==> src/hdl/aux_job_pkg.sv <==
// Constants shared by the auxiliary job-control I/O block
// How it works
// - A wait-for-trigger instruction holds the job paused until the isolated trigger input is high.
// - A wait instruction can pause the job until any chosen one of the four isolated wait inputs is high.
// - A low level on the isolated reset request input soft-resets the job, output, boot and exception state; bus registers keep their values.
// - The isolated abort input ends the current job and returns the job logic to idle.
// - The error/ready output goes low once boot is finished and the block is ready.
// - The error/ready output is high from power-up until ready and again after a hardware exception.
// - The job-pending output is high whenever a job is active, even while it waits before marking.
// - The job-in-execution output is set by a job-open instruction and cleared by a job-close instruction given outside a wait.
// - The marking-in-progress output is high while marking and drops on a job-close instruction.
// - Each general-purpose output takes the level a set-outputs instruction writes and holds it until rewritten or cleared by a soft reset.
package aux_job_pkg;
    localparam int          BOOT_TIME_NS     = 1000;
    localparam int          CLK_PERIOD_NS    = 10;
    localparam int          BOOT_CYCLES      = (BOOT_TIME_NS + CLK_PERIOD_NS - 1) / CLK_PERIOD_NS;
    localparam int          BOOT_CNT_W       = 8;
    localparam int          NUM_IN           = 7;
    localparam int          IN_TRIG          = 0;
    localparam int          IN_WAIT0         = 1;
    localparam int          IN_RESET_N       = 5;
    localparam int          IN_ABORT         = 6;
    localparam logic [6:0]  SYNC_RESET_VALUE = 7'h20;

    localparam logic [11:0] ADDR_STATUS      = 12'h000;
    localparam logic [11:0] ADDR_INT_STATUS  = 12'h004;
    localparam logic [11:0] ADDR_INT_ENABLE  = 12'h008;
    localparam logic [11:0] ADDR_INT_CLEAR   = 12'h00C;
    localparam logic [11:0] ADDR_CONTROL     = 12'h010;
    localparam int          NUM_EVENTS       = 4;
    localparam int          EV_ABORT         = 0;
    localparam int          EV_SOFT_RESET    = 1;
    localparam int          EV_EXCEPTION     = 2;
    localparam int          EV_JOB_DONE      = 3;
    localparam int          CTRL_EXC_BIT     = 0;
    localparam int          CTRL_EXC_CLR_BIT = 1;
    localparam logic [1:0]  RESP_OKAY        = 2'h0;
    localparam logic [1:0]  RESP_SLVERR      = 2'h2;

    typedef enum logic [3:0] {
        ST_IDLE    = 4'h1,
        ST_ACTIVE  = 4'h2,
        ST_WAIT    = 4'h4,
        ST_MARKING = 4'h8
    } job_state_type;
endpackage

==> src/hdl/aux_job_io_control.sv <==
// Auxiliary job-control I/O: isolated inputs, job status outputs and registers
`timescale 1ns/1ps
`default_nettype none
module aux_job_io_control
    import aux_job_pkg::*;
(
    input  wire logic        aclk,
    input  wire logic        aresetn,
    // Isolated inputs from outside equipment
    input  wire logic        iso_trigger_input,
    input  wire logic        iso_wait_input_1,
    input  wire logic        iso_wait_input_2,
    input  wire logic        iso_wait_input_3,
    input  wire logic        iso_wait_input_4,
    input  wire logic        iso_reset_request_n,
    input  wire logic        iso_abort_input,
    // Events from the job sequencer
    input  wire logic        job_open_instr,
    input  wire logic        job_close_instr,
    input  wire logic        wait_trigger_instr,
    input  wire logic        wait_input_instr,
    input  wire logic [1:0]  wait_input_select,
    input  wire logic        marking_start,
    input  wire logic        set_outputs_instr,
    input  wire logic [3:0]  set_outputs_value,
    input  wire logic        hw_exception,
    // Status to sequencer and connector
    output var  logic        job_paused,
    output var  logic        job_aborted,
    output var  logic        soft_reset_out,
    output var  logic        error_ready_out,
    output var  logic        job_pending_out,
    output var  logic        job_in_execution_out,
    output var  logic        marking_in_progress_out,
    output var  logic        job_output_1,
    output var  logic        job_output_2,
    output var  logic        job_output_3,
    output var  logic        job_output_4,
    output var  logic        irq,
    // AXI4-Lite slave
    input  wire logic [11:0] s_axi_awaddr,
    input  wire logic        s_axi_awvalid,
    output var  logic        s_axi_awready,
    input  wire logic [31:0] s_axi_wdata,
    input  wire logic [3:0]  s_axi_wstrb,
    input  wire logic        s_axi_wvalid,
    output var  logic        s_axi_wready,
    output var  logic [1:0]  s_axi_bresp,
    output var  logic        s_axi_bvalid,
    input  wire logic        s_axi_bready,
    input  wire logic [11:0] s_axi_araddr,
    input  wire logic        s_axi_arvalid,
    output var  logic        s_axi_arready,
    output var  logic [31:0] s_axi_rdata,
    output var  logic [1:0]  s_axi_rresp,
    output var  logic        s_axi_rvalid,
    input  wire logic        s_axi_rready
);
    logic [NUM_IN-1:0]     sync_in;
    logic [3:0]            wait_in;
    logic                  trig_s;
    logic                  abort_s;
    logic                  reset_req;
    logic                  soft_rst;
    logic                  run_rst;
    job_state_type         state;
    job_state_type         next_state;
    logic                  wait_on_trigger;
    logic [1:0]            wait_sel;
    logic                  wait_met;
    logic [BOOT_CNT_W-1:0] boot_cnt;
    logic                  booted;
    logic                  exc_latched;
    logic                  sw_exc;
    logic [NUM_EVENTS-1:0] int_status;
    logic [NUM_EVENTS-1:0] int_enable;
    logic [NUM_EVENTS-1:0] events;
    logic [NUM_EVENTS-1:0] clr_mask;
    logic                  exc_clear;
    logic                  aw_held;
    logic                  w_held;
    logic [11:0]           aw_addr;
    logic [31:0]           w_data;
    logic                  wr_fire;
    logic [31:0]           next_rdata;
    logic                  rd_hit;

    iso_input_sync u_sync (
        .aclk     (aclk),
        .aresetn  (aresetn),
        .async_in ({iso_abort_input, iso_reset_request_n, iso_wait_input_4, iso_wait_input_3,
                    iso_wait_input_2, iso_wait_input_1, iso_trigger_input}),
        .sync_out (sync_in)
    );

    assign trig_s    = sync_in[IN_TRIG];
    assign wait_in   = sync_in[IN_WAIT0 +: 4];
    assign abort_s   = sync_in[IN_ABORT];
    assign reset_req = ~sync_in[IN_RESET_N];
    // Soft reset lasts while the request is held; bus registers survive it
    assign run_rst   = !aresetn || reset_req;

    always_ff @(posedge aclk) begin
        if (!aresetn) begin
            soft_rst <= 1'b0;
        end else begin
            soft_rst <= reset_req;
        end
    end

    // Wait release: trigger or the selected general input
    assign wait_met = wait_on_trigger ? trig_s : wait_in[wait_sel];

    always_comb begin
        next_state = state;
        unique case (state)
            ST_IDLE: begin
                if (job_open_instr) begin
                    next_state = ST_ACTIVE;
                end
            end
            ST_ACTIVE: begin
                if (job_close_instr) begin
                    next_state = ST_IDLE;
                end else if (wait_trigger_instr || wait_input_instr) begin
                    next_state = ST_WAIT;
                end else if (marking_start) begin
                    next_state = ST_MARKING;
                end
            end
            ST_WAIT: begin
                if (wait_met) begin
                    next_state = ST_ACTIVE;
                end
            end
            ST_MARKING: begin
                if (job_close_instr) begin
                    next_state = ST_IDLE;
                end else if (wait_trigger_instr || wait_input_instr) begin
                    next_state = ST_WAIT;
                end
            end
            default: begin
                next_state = ST_IDLE;
            end
        endcase
        if (abort_s) begin
            next_state = ST_IDLE;
        end
    end

    always_ff @(posedge aclk) begin
        if (run_rst) begin
            state <= ST_IDLE;
        end else begin
            state <= next_state;
        end
    end

    always_ff @(posedge aclk) begin
        if (run_rst) begin
            wait_on_trigger <= 1'b0;
            wait_sel        <= 2'h0;
        end else if (wait_trigger_instr) begin
            wait_on_trigger <= 1'b1;
        end else if (wait_input_instr) begin
            wait_on_trigger <= 1'b0;
            wait_sel        <= wait_input_select;
        end
    end

    always_ff @(posedge aclk) begin
        if (run_rst) begin
            job_pending_out         <= 1'b0;
            job_in_execution_out    <= 1'b0;
            marking_in_progress_out <= 1'b0;
            job_paused              <= 1'b0;
            job_aborted             <= 1'b0;
        end else begin
            job_pending_out         <= next_state != ST_IDLE;
            job_in_execution_out    <= next_state != ST_IDLE;
            marking_in_progress_out <= next_state == ST_MARKING;
            job_paused              <= next_state == ST_WAIT;
            job_aborted             <= abort_s && state != ST_IDLE;
        end
    end

    always_ff @(posedge aclk) begin
        if (run_rst) begin
            {job_output_4, job_output_3, job_output_2, job_output_1} <= 4'h0;
        end else if (set_outputs_instr) begin
            {job_output_4, job_output_3, job_output_2, job_output_1} <= set_outputs_value;
        end
    end

    always_ff @(posedge aclk) begin
        if (!aresetn) begin
            soft_reset_out <= 1'b0;
        end else begin
            soft_reset_out <= soft_rst;
        end
    end

    // Boot counter restarts after a soft reset, so ready drops during it
    always_ff @(posedge aclk) begin
        if (run_rst) begin
            boot_cnt <= '0;
            booted   <= 1'b0;
        end else if (boot_cnt == BOOT_CNT_W'(BOOT_CYCLES - 1)) begin
            booted   <= 1'b1;
        end else begin
            boot_cnt <= boot_cnt + BOOT_CNT_W'(1);
        end
    end

    // Exception stays latched until software or a soft reset clears it
    always_ff @(posedge aclk) begin
        if (run_rst) begin
            exc_latched <= 1'b0;
        end else if (hw_exception || sw_exc) begin
            exc_latched <= 1'b1;
        end else if (exc_clear) begin
            exc_latched <= 1'b0;
        end
    end

    always_ff @(posedge aclk) begin
        if (run_rst) begin
            error_ready_out <= 1'b1;
        end else begin
            error_ready_out <= !booted || exc_latched || hw_exception;
        end
    end

    // AXI4-Lite write path: address and data accepted in either order
    assign wr_fire   = aw_held && w_held && !s_axi_bvalid;
    assign exc_clear = wr_fire && aw_addr == ADDR_CONTROL && w_data[CTRL_EXC_CLR_BIT];
    assign clr_mask  = (wr_fire && aw_addr == ADDR_INT_CLEAR) ? w_data[NUM_EVENTS-1:0] : '0;
    assign events    = {job_close_instr && state != ST_IDLE, hw_exception, reset_req && !soft_rst,
                        abort_s && state != ST_IDLE};

    always_ff @(posedge aclk) begin
        if (!aresetn) begin
            aw_held       <= 1'b0;
            w_held        <= 1'b0;
            aw_addr       <= '0;
            w_data        <= '0;
            s_axi_awready <= 1'b1;
            s_axi_wready  <= 1'b1;
            s_axi_bvalid  <= 1'b0;
            s_axi_bresp   <= RESP_OKAY;
        end else begin
            if (s_axi_awvalid && s_axi_awready) begin
                aw_held       <= 1'b1;
                aw_addr       <= s_axi_awaddr;
                s_axi_awready <= 1'b0;
            end
            if (s_axi_wvalid && s_axi_wready) begin
                w_held       <= 1'b1;
                w_data       <= s_axi_wdata;
                s_axi_wready <= 1'b0;
            end
            if (wr_fire) begin
                s_axi_bvalid <= 1'b1;
                s_axi_bresp  <= (aw_addr == ADDR_INT_ENABLE || aw_addr == ADDR_INT_CLEAR ||
                                 aw_addr == ADDR_CONTROL) ? RESP_OKAY : RESP_SLVERR;
            end
            if (s_axi_bvalid && s_axi_bready) begin
                s_axi_bvalid  <= 1'b0;
                aw_held       <= 1'b0;
                w_held        <= 1'b0;
                s_axi_awready <= 1'b1;
                s_axi_wready  <= 1'b1;
            end
        end
    end

    // Byte strobes ignored: every field sits in the low byte
    always_ff @(posedge aclk) begin
        if (!aresetn) begin
            int_enable <= '0;
            sw_exc     <= 1'b0;
        end else begin
            sw_exc <= wr_fire && aw_addr == ADDR_CONTROL && w_data[CTRL_EXC_BIT];
            if (wr_fire && aw_addr == ADDR_INT_ENABLE) begin
                int_enable <= w_data[NUM_EVENTS-1:0];
            end
        end
    end

    // Set wins over a clear in the same cycle
    always_ff @(posedge aclk) begin
        if (!aresetn) begin
            int_status <= '0;
        end else begin
            int_status <= (int_status & ~clr_mask) | events;
        end
    end

    always_ff @(posedge aclk) begin
        if (!aresetn) begin
            irq <= 1'b0;
        end else begin
            irq <= |(((int_status & ~clr_mask) | events) & int_enable);
        end
    end

    // AXI4-Lite read path
    always_comb begin
        next_rdata = '0;
        rd_hit     = 1'b1;
        unique case (s_axi_araddr)
            ADDR_STATUS:     next_rdata = {22'h0, wait_sel, state, exc_latched, booted,
                                           marking_in_progress_out, job_pending_out};
            ADDR_INT_STATUS: next_rdata = {28'h0, int_status};
            ADDR_INT_ENABLE: next_rdata = {28'h0, int_enable};
            ADDR_CONTROL:    next_rdata = {31'h0, exc_latched};
            default:         rd_hit     = 1'b0;
        endcase
    end

    always_ff @(posedge aclk) begin
        if (!aresetn) begin
            s_axi_arready <= 1'b1;
            s_axi_rvalid  <= 1'b0;
            s_axi_rdata   <= '0;
            s_axi_rresp   <= RESP_OKAY;
        end else if (s_axi_arvalid && s_axi_arready) begin
            s_axi_arready <= 1'b0;
            s_axi_rvalid  <= 1'b1;
            s_axi_rdata   <= next_rdata;
            s_axi_rresp   <= rd_hit ? RESP_OKAY : RESP_SLVERR;
        end else if (s_axi_rvalid && s_axi_rready) begin
            s_axi_rvalid  <= 1'b0;
            s_axi_arready <= 1'b1;
        end
    end
endmodule
`default_nettype wire

==> src/hdl/iso_input_sync.sv <==
// Two-stage synchroniser bank for the isolated inputs
`timescale 1ns/1ps
`default_nettype none
module iso_input_sync
    import aux_job_pkg::*;
(
    input  wire logic                aclk,
    input  wire logic                aresetn,
    input  wire logic [NUM_IN-1:0]   async_in,
    output var  logic [NUM_IN-1:0]   sync_out
);
    logic [NUM_IN-1:0] stage1;

    // First stage feeds only the second stage
    always_ff @(posedge aclk) begin
        if (!aresetn) begin
            stage1   <= SYNC_RESET_VALUE;
            sync_out <= SYNC_RESET_VALUE;
        end else begin
            stage1   <= async_in;
            sync_out <= stage1;
        end
    end
endmodule
`default_nettype wire
==> config.mk <==
export PLATFORM = sky130hd
export DESIGN_NAME = aux_job_io_control
export DESIGN_NICKNAME = d
export VERILOG_FILES = /design/src/hdl/aux_job_pkg.sv /design/src/hdl/aux_job_io_control.sv /design/src/hdl/iso_input_sync.sv
export SDC_FILE = /design/constraint.sdc
export NUM_CORES = 1
export LEC_CHECK = 0
export BUFFER_PORTS_ARGS = -buffer_cell sky130_fd_sc_hd__buf_4
export CORE_UTILIZATION = 52
export CTS_CLUSTER_DIAMETER = 150
export DETAILED_ROUTE_END_ITERATION = 12
export PLACE_DENSITY_LB_ADDON = 0.08
export RECOVER_POWER = 25
export SYNTH_ARGS = -nofsm -noshare
export SYNTH_HDL_FRONTEND = slang
export SYNTH_SLANG_ARGS = --single-unit
==> constraint.sdc <==
create_clock -name aclk -period 3.11 [get_ports aclk]
set_input_delay 0.622 -clock aclk [delete_from_list [all_inputs] [get_ports aclk]]
set_output_delay 0.622 -clock aclk [all_outputs]
set_load 0.01 [all_outputs]
==> reports/metrics.cfg <==
[routing]
vias = 2961
drt-total-wl_um = 7295
ant_nets = 0
drtPass1Iterations = 4
wl_per_cell_um = 12.98
drc = 0
via_per_inst = 5.269
drt_iter0_drc = 108

[worst_setup_path]
cp_top_family = simple AND/OR/NAND/NOR gates
rr_startpoint = aw_addr[9]$_SDFFE_PN0P_
crit_fanout = 4
crit_path_end = int_enable[1]$_SDFFE_PN0P_
cp-end-kind = flop
crit_chain = nor4_1, nand4b_4, nor3_4, mux2i_1
cp_num_cells = 4
r2r_end = int_enable[1]$_SDFFE_PN0P_
critical_path_class = reg2reg
regToRegSetupSlack_ns = 1.36
required_ns = 3.39
setup.worst_path.start_class = flop
worst_r2r_path_depth = 4
slowest_stage = nor4_1
critPathLaunch = aw_addr[9]$_SDFFE_PN0P_
crit_arrival_ns = 2.03
slowest_delay_ns = 0.63
cp_num_buf_inv = 0

[sta]
hold_viol = 0
finClkSkew_ns = 0.005721
period_minus_slack_ns = 1.754
rsz0062_at_grt = no
period_share_pct = 56.39
maxClockFrequency_mhz = 570.2
drv_slew = 0
fin_hold_ws_ns = 0.4290
setup-violations-final = 0
relSlewSlack_pct = 49.25
setup-tns-final_ns = 0
worst_pin_slew_ns = 0.7597

[placed_design]
hpwl_um = 5433
io_buffers = 83
place_congestion = 0.7897
placed_cells = 547

[synthesis]
synth.most_common_cell = dfxtp_1
yosysUniqueCellTypes = 56
synth_edf_count = 0
ys.flop_type = dfxtp_1
synth_top_area_share_pct = 48.13
ys_ff_latch = 87
synth_seq_area_share_pct = 48.13
synthTopCellsByCount = 87 x dfxtp_1, 60 x nand2_1, 34 x nor2_1, 29 x a21oi_1, 28 x buf_4
synth_top_cell_by_area = dfxtp_1
synth_warnings = 0
synth_area_sq_um = 3618
yosys-top-cells-area = dfxtp_1 48%, nand2_1 6.2%, buf_4 5.8%
synthArstFlopShare_pct = 0
postSynthAreaPerCell_sq_um = 9.046
netlist_instances = 400

[grt]
antenna_found_initial = 0
grt_use_total_pct = 20.83
grt_overflow = 0
grt_pass1_vias = 2610
grt_pass1_wl_um = 11980
grt_start_max_net_pins = 41

[clock_network]
post_cts_buffers = 0
clkTransAtPathRegs_ns = 0.08
clock_path_buffers = 2
postCtsHoldBufs = 0
cts_sinks = 87
postCtsResizedCells = 0
cts-buffers-inserted = 9
h-tree-depth = 3
ctsRootBufferMaster = clkbuf_8
cts_tree = done
worstSkewPairLatency_ns = 0.35

[final_layout]
layout-drive-gt1-share_pct = 22.61
fin_cells = 562
n_fill_cell = 614
antenna_cells = 0
syn2layout_area_growth_pct = 19.99
fin_util_pct = 64.26
finalNetCount = 566

[power_and_ir_drop]
p_per_area_nw_per_um2 = 499.2
ir_drop_uv = 346.3
leakagePower_nw = 1.825

[floorplanning]
dieArea_sq_um = 7297
die_h_um = 85.42
rows = 30
coreArea_sq_um = 6756
start_util_pct = 53.56
fp.dieW_um = 85.42
ios = 140

[outcome]
outcome = complete, no violations

[run]
drv_cap = 0

[worst_hold_path]
min_path_type = reg2reg

cells by family (layout without fill, tap and decap cells):
kind of cell	after synthesis	in the layout	synth area share, %
multiplexers	14	14	4.218
adder cells (fa/ha/maj)	1	1	0.3457
other	1	24	0.1036
AND/OR/NAND/NOR	159	159	23.03
XOR/XNOR	7	7	1.694
buffers and inverters	51	110	8.471
flip-flops	87	87	48.13
AO/OA/AOI/OAI	80	80	14.00
worst min-delay path by stage:
stage	from	end	slack, ns	cells after the start
floorplan	u_sync.stage1[5]$_SDFF_PN1_	u_sync.sync_out[5]$_SDFF_PN1_	0.39	1
global placement	u_sync.stage1[5]$_SDFF_PN1_	u_sync.sync_out[5]$_SDFF_PN1_	0.39	1
detailed placement	u_sync.stage1[5]$_SDFF_PN1_	u_sync.sync_out[5]$_SDFF_PN1_	0.41	1
CTS	u_sync.stage1[5]$_SDFF_PN1_	u_sync.sync_out[5]$_SDFF_PN1_	0.43	1
global route	iso_reset_request_n	u_sync.stage1[5]$_SDFF_PN1_	0.44	2
finish	u_sync.stage1[5]$_SDFF_PN1_	u_sync.sync_out[5]$_SDFF_PN1_	0.43	1
where the power goes:
part / leakage (nW) / switching, mW / internal (mW)
clock network: 0.0942 / 0.376 / 0.349
logic: 1.02 / 0.124 / 0.118
registers: 0.712 / 0.0414 / 1.16
total: 1.83 / 0.541 / 1.63
state kept, by name, summed over array words and instances, names as in the netlist, 2 cells and up:
name,cells
aw_addr,12
s_axi_rdata,10
boot_cnt,8
u_sync.stage1,7
u_sync.sync_out,7
int_enable,4
int_status,4
state,4
w_data,4
wait_sel,2
placed cells by master, fill, tap and decap left out, drive strengths merged, types with 10 or more instances in the layout:
cell / n
mux2i: 13
buf: 85
and2: 15
nor2: 35
dfxtp: 87
a22o: 10
clkbuf: 12
nand2: 60
o21ai: 19
a21oi: 29
conb: 24
through the flow:
| step | setup slack (ns) | power (mW) | area, sq um |
|---|---|---|---|
| final | 1.356 | 2.167 | 4342 |
| after global routing | 1.214 | 2.266 | 4342 |
| after CTS | 1.451 | 2.189 | 4357 |
| after detailed placement | 1.080 | 1.473 | 4174 |
| after global placement | 1.055 | 1.466 | 4174 |
| after floorplan | 1.548 | 1.389 | 3705 |
layout make-up:
class,count,area (sq um),area share (%)
clock buffers,12,165.2,3.804
clock inverters,3,17.52,0.4035
inverters,10,37.54,0.8646
multi-input cells,285,1642,37.81
flip-flops and latches,87,1742,40.12
well taps,80,100.1,2.305
repair buffers,85,638.1,14.70
routing by layer:
metal	GRT usage, %	wire, um
met1	27.09	3319
met4	9.697	133
met5	0	0
met2	33.75	3484
met3	3.696	357
No activity file was read; power rests on OpenSTA's default activity.
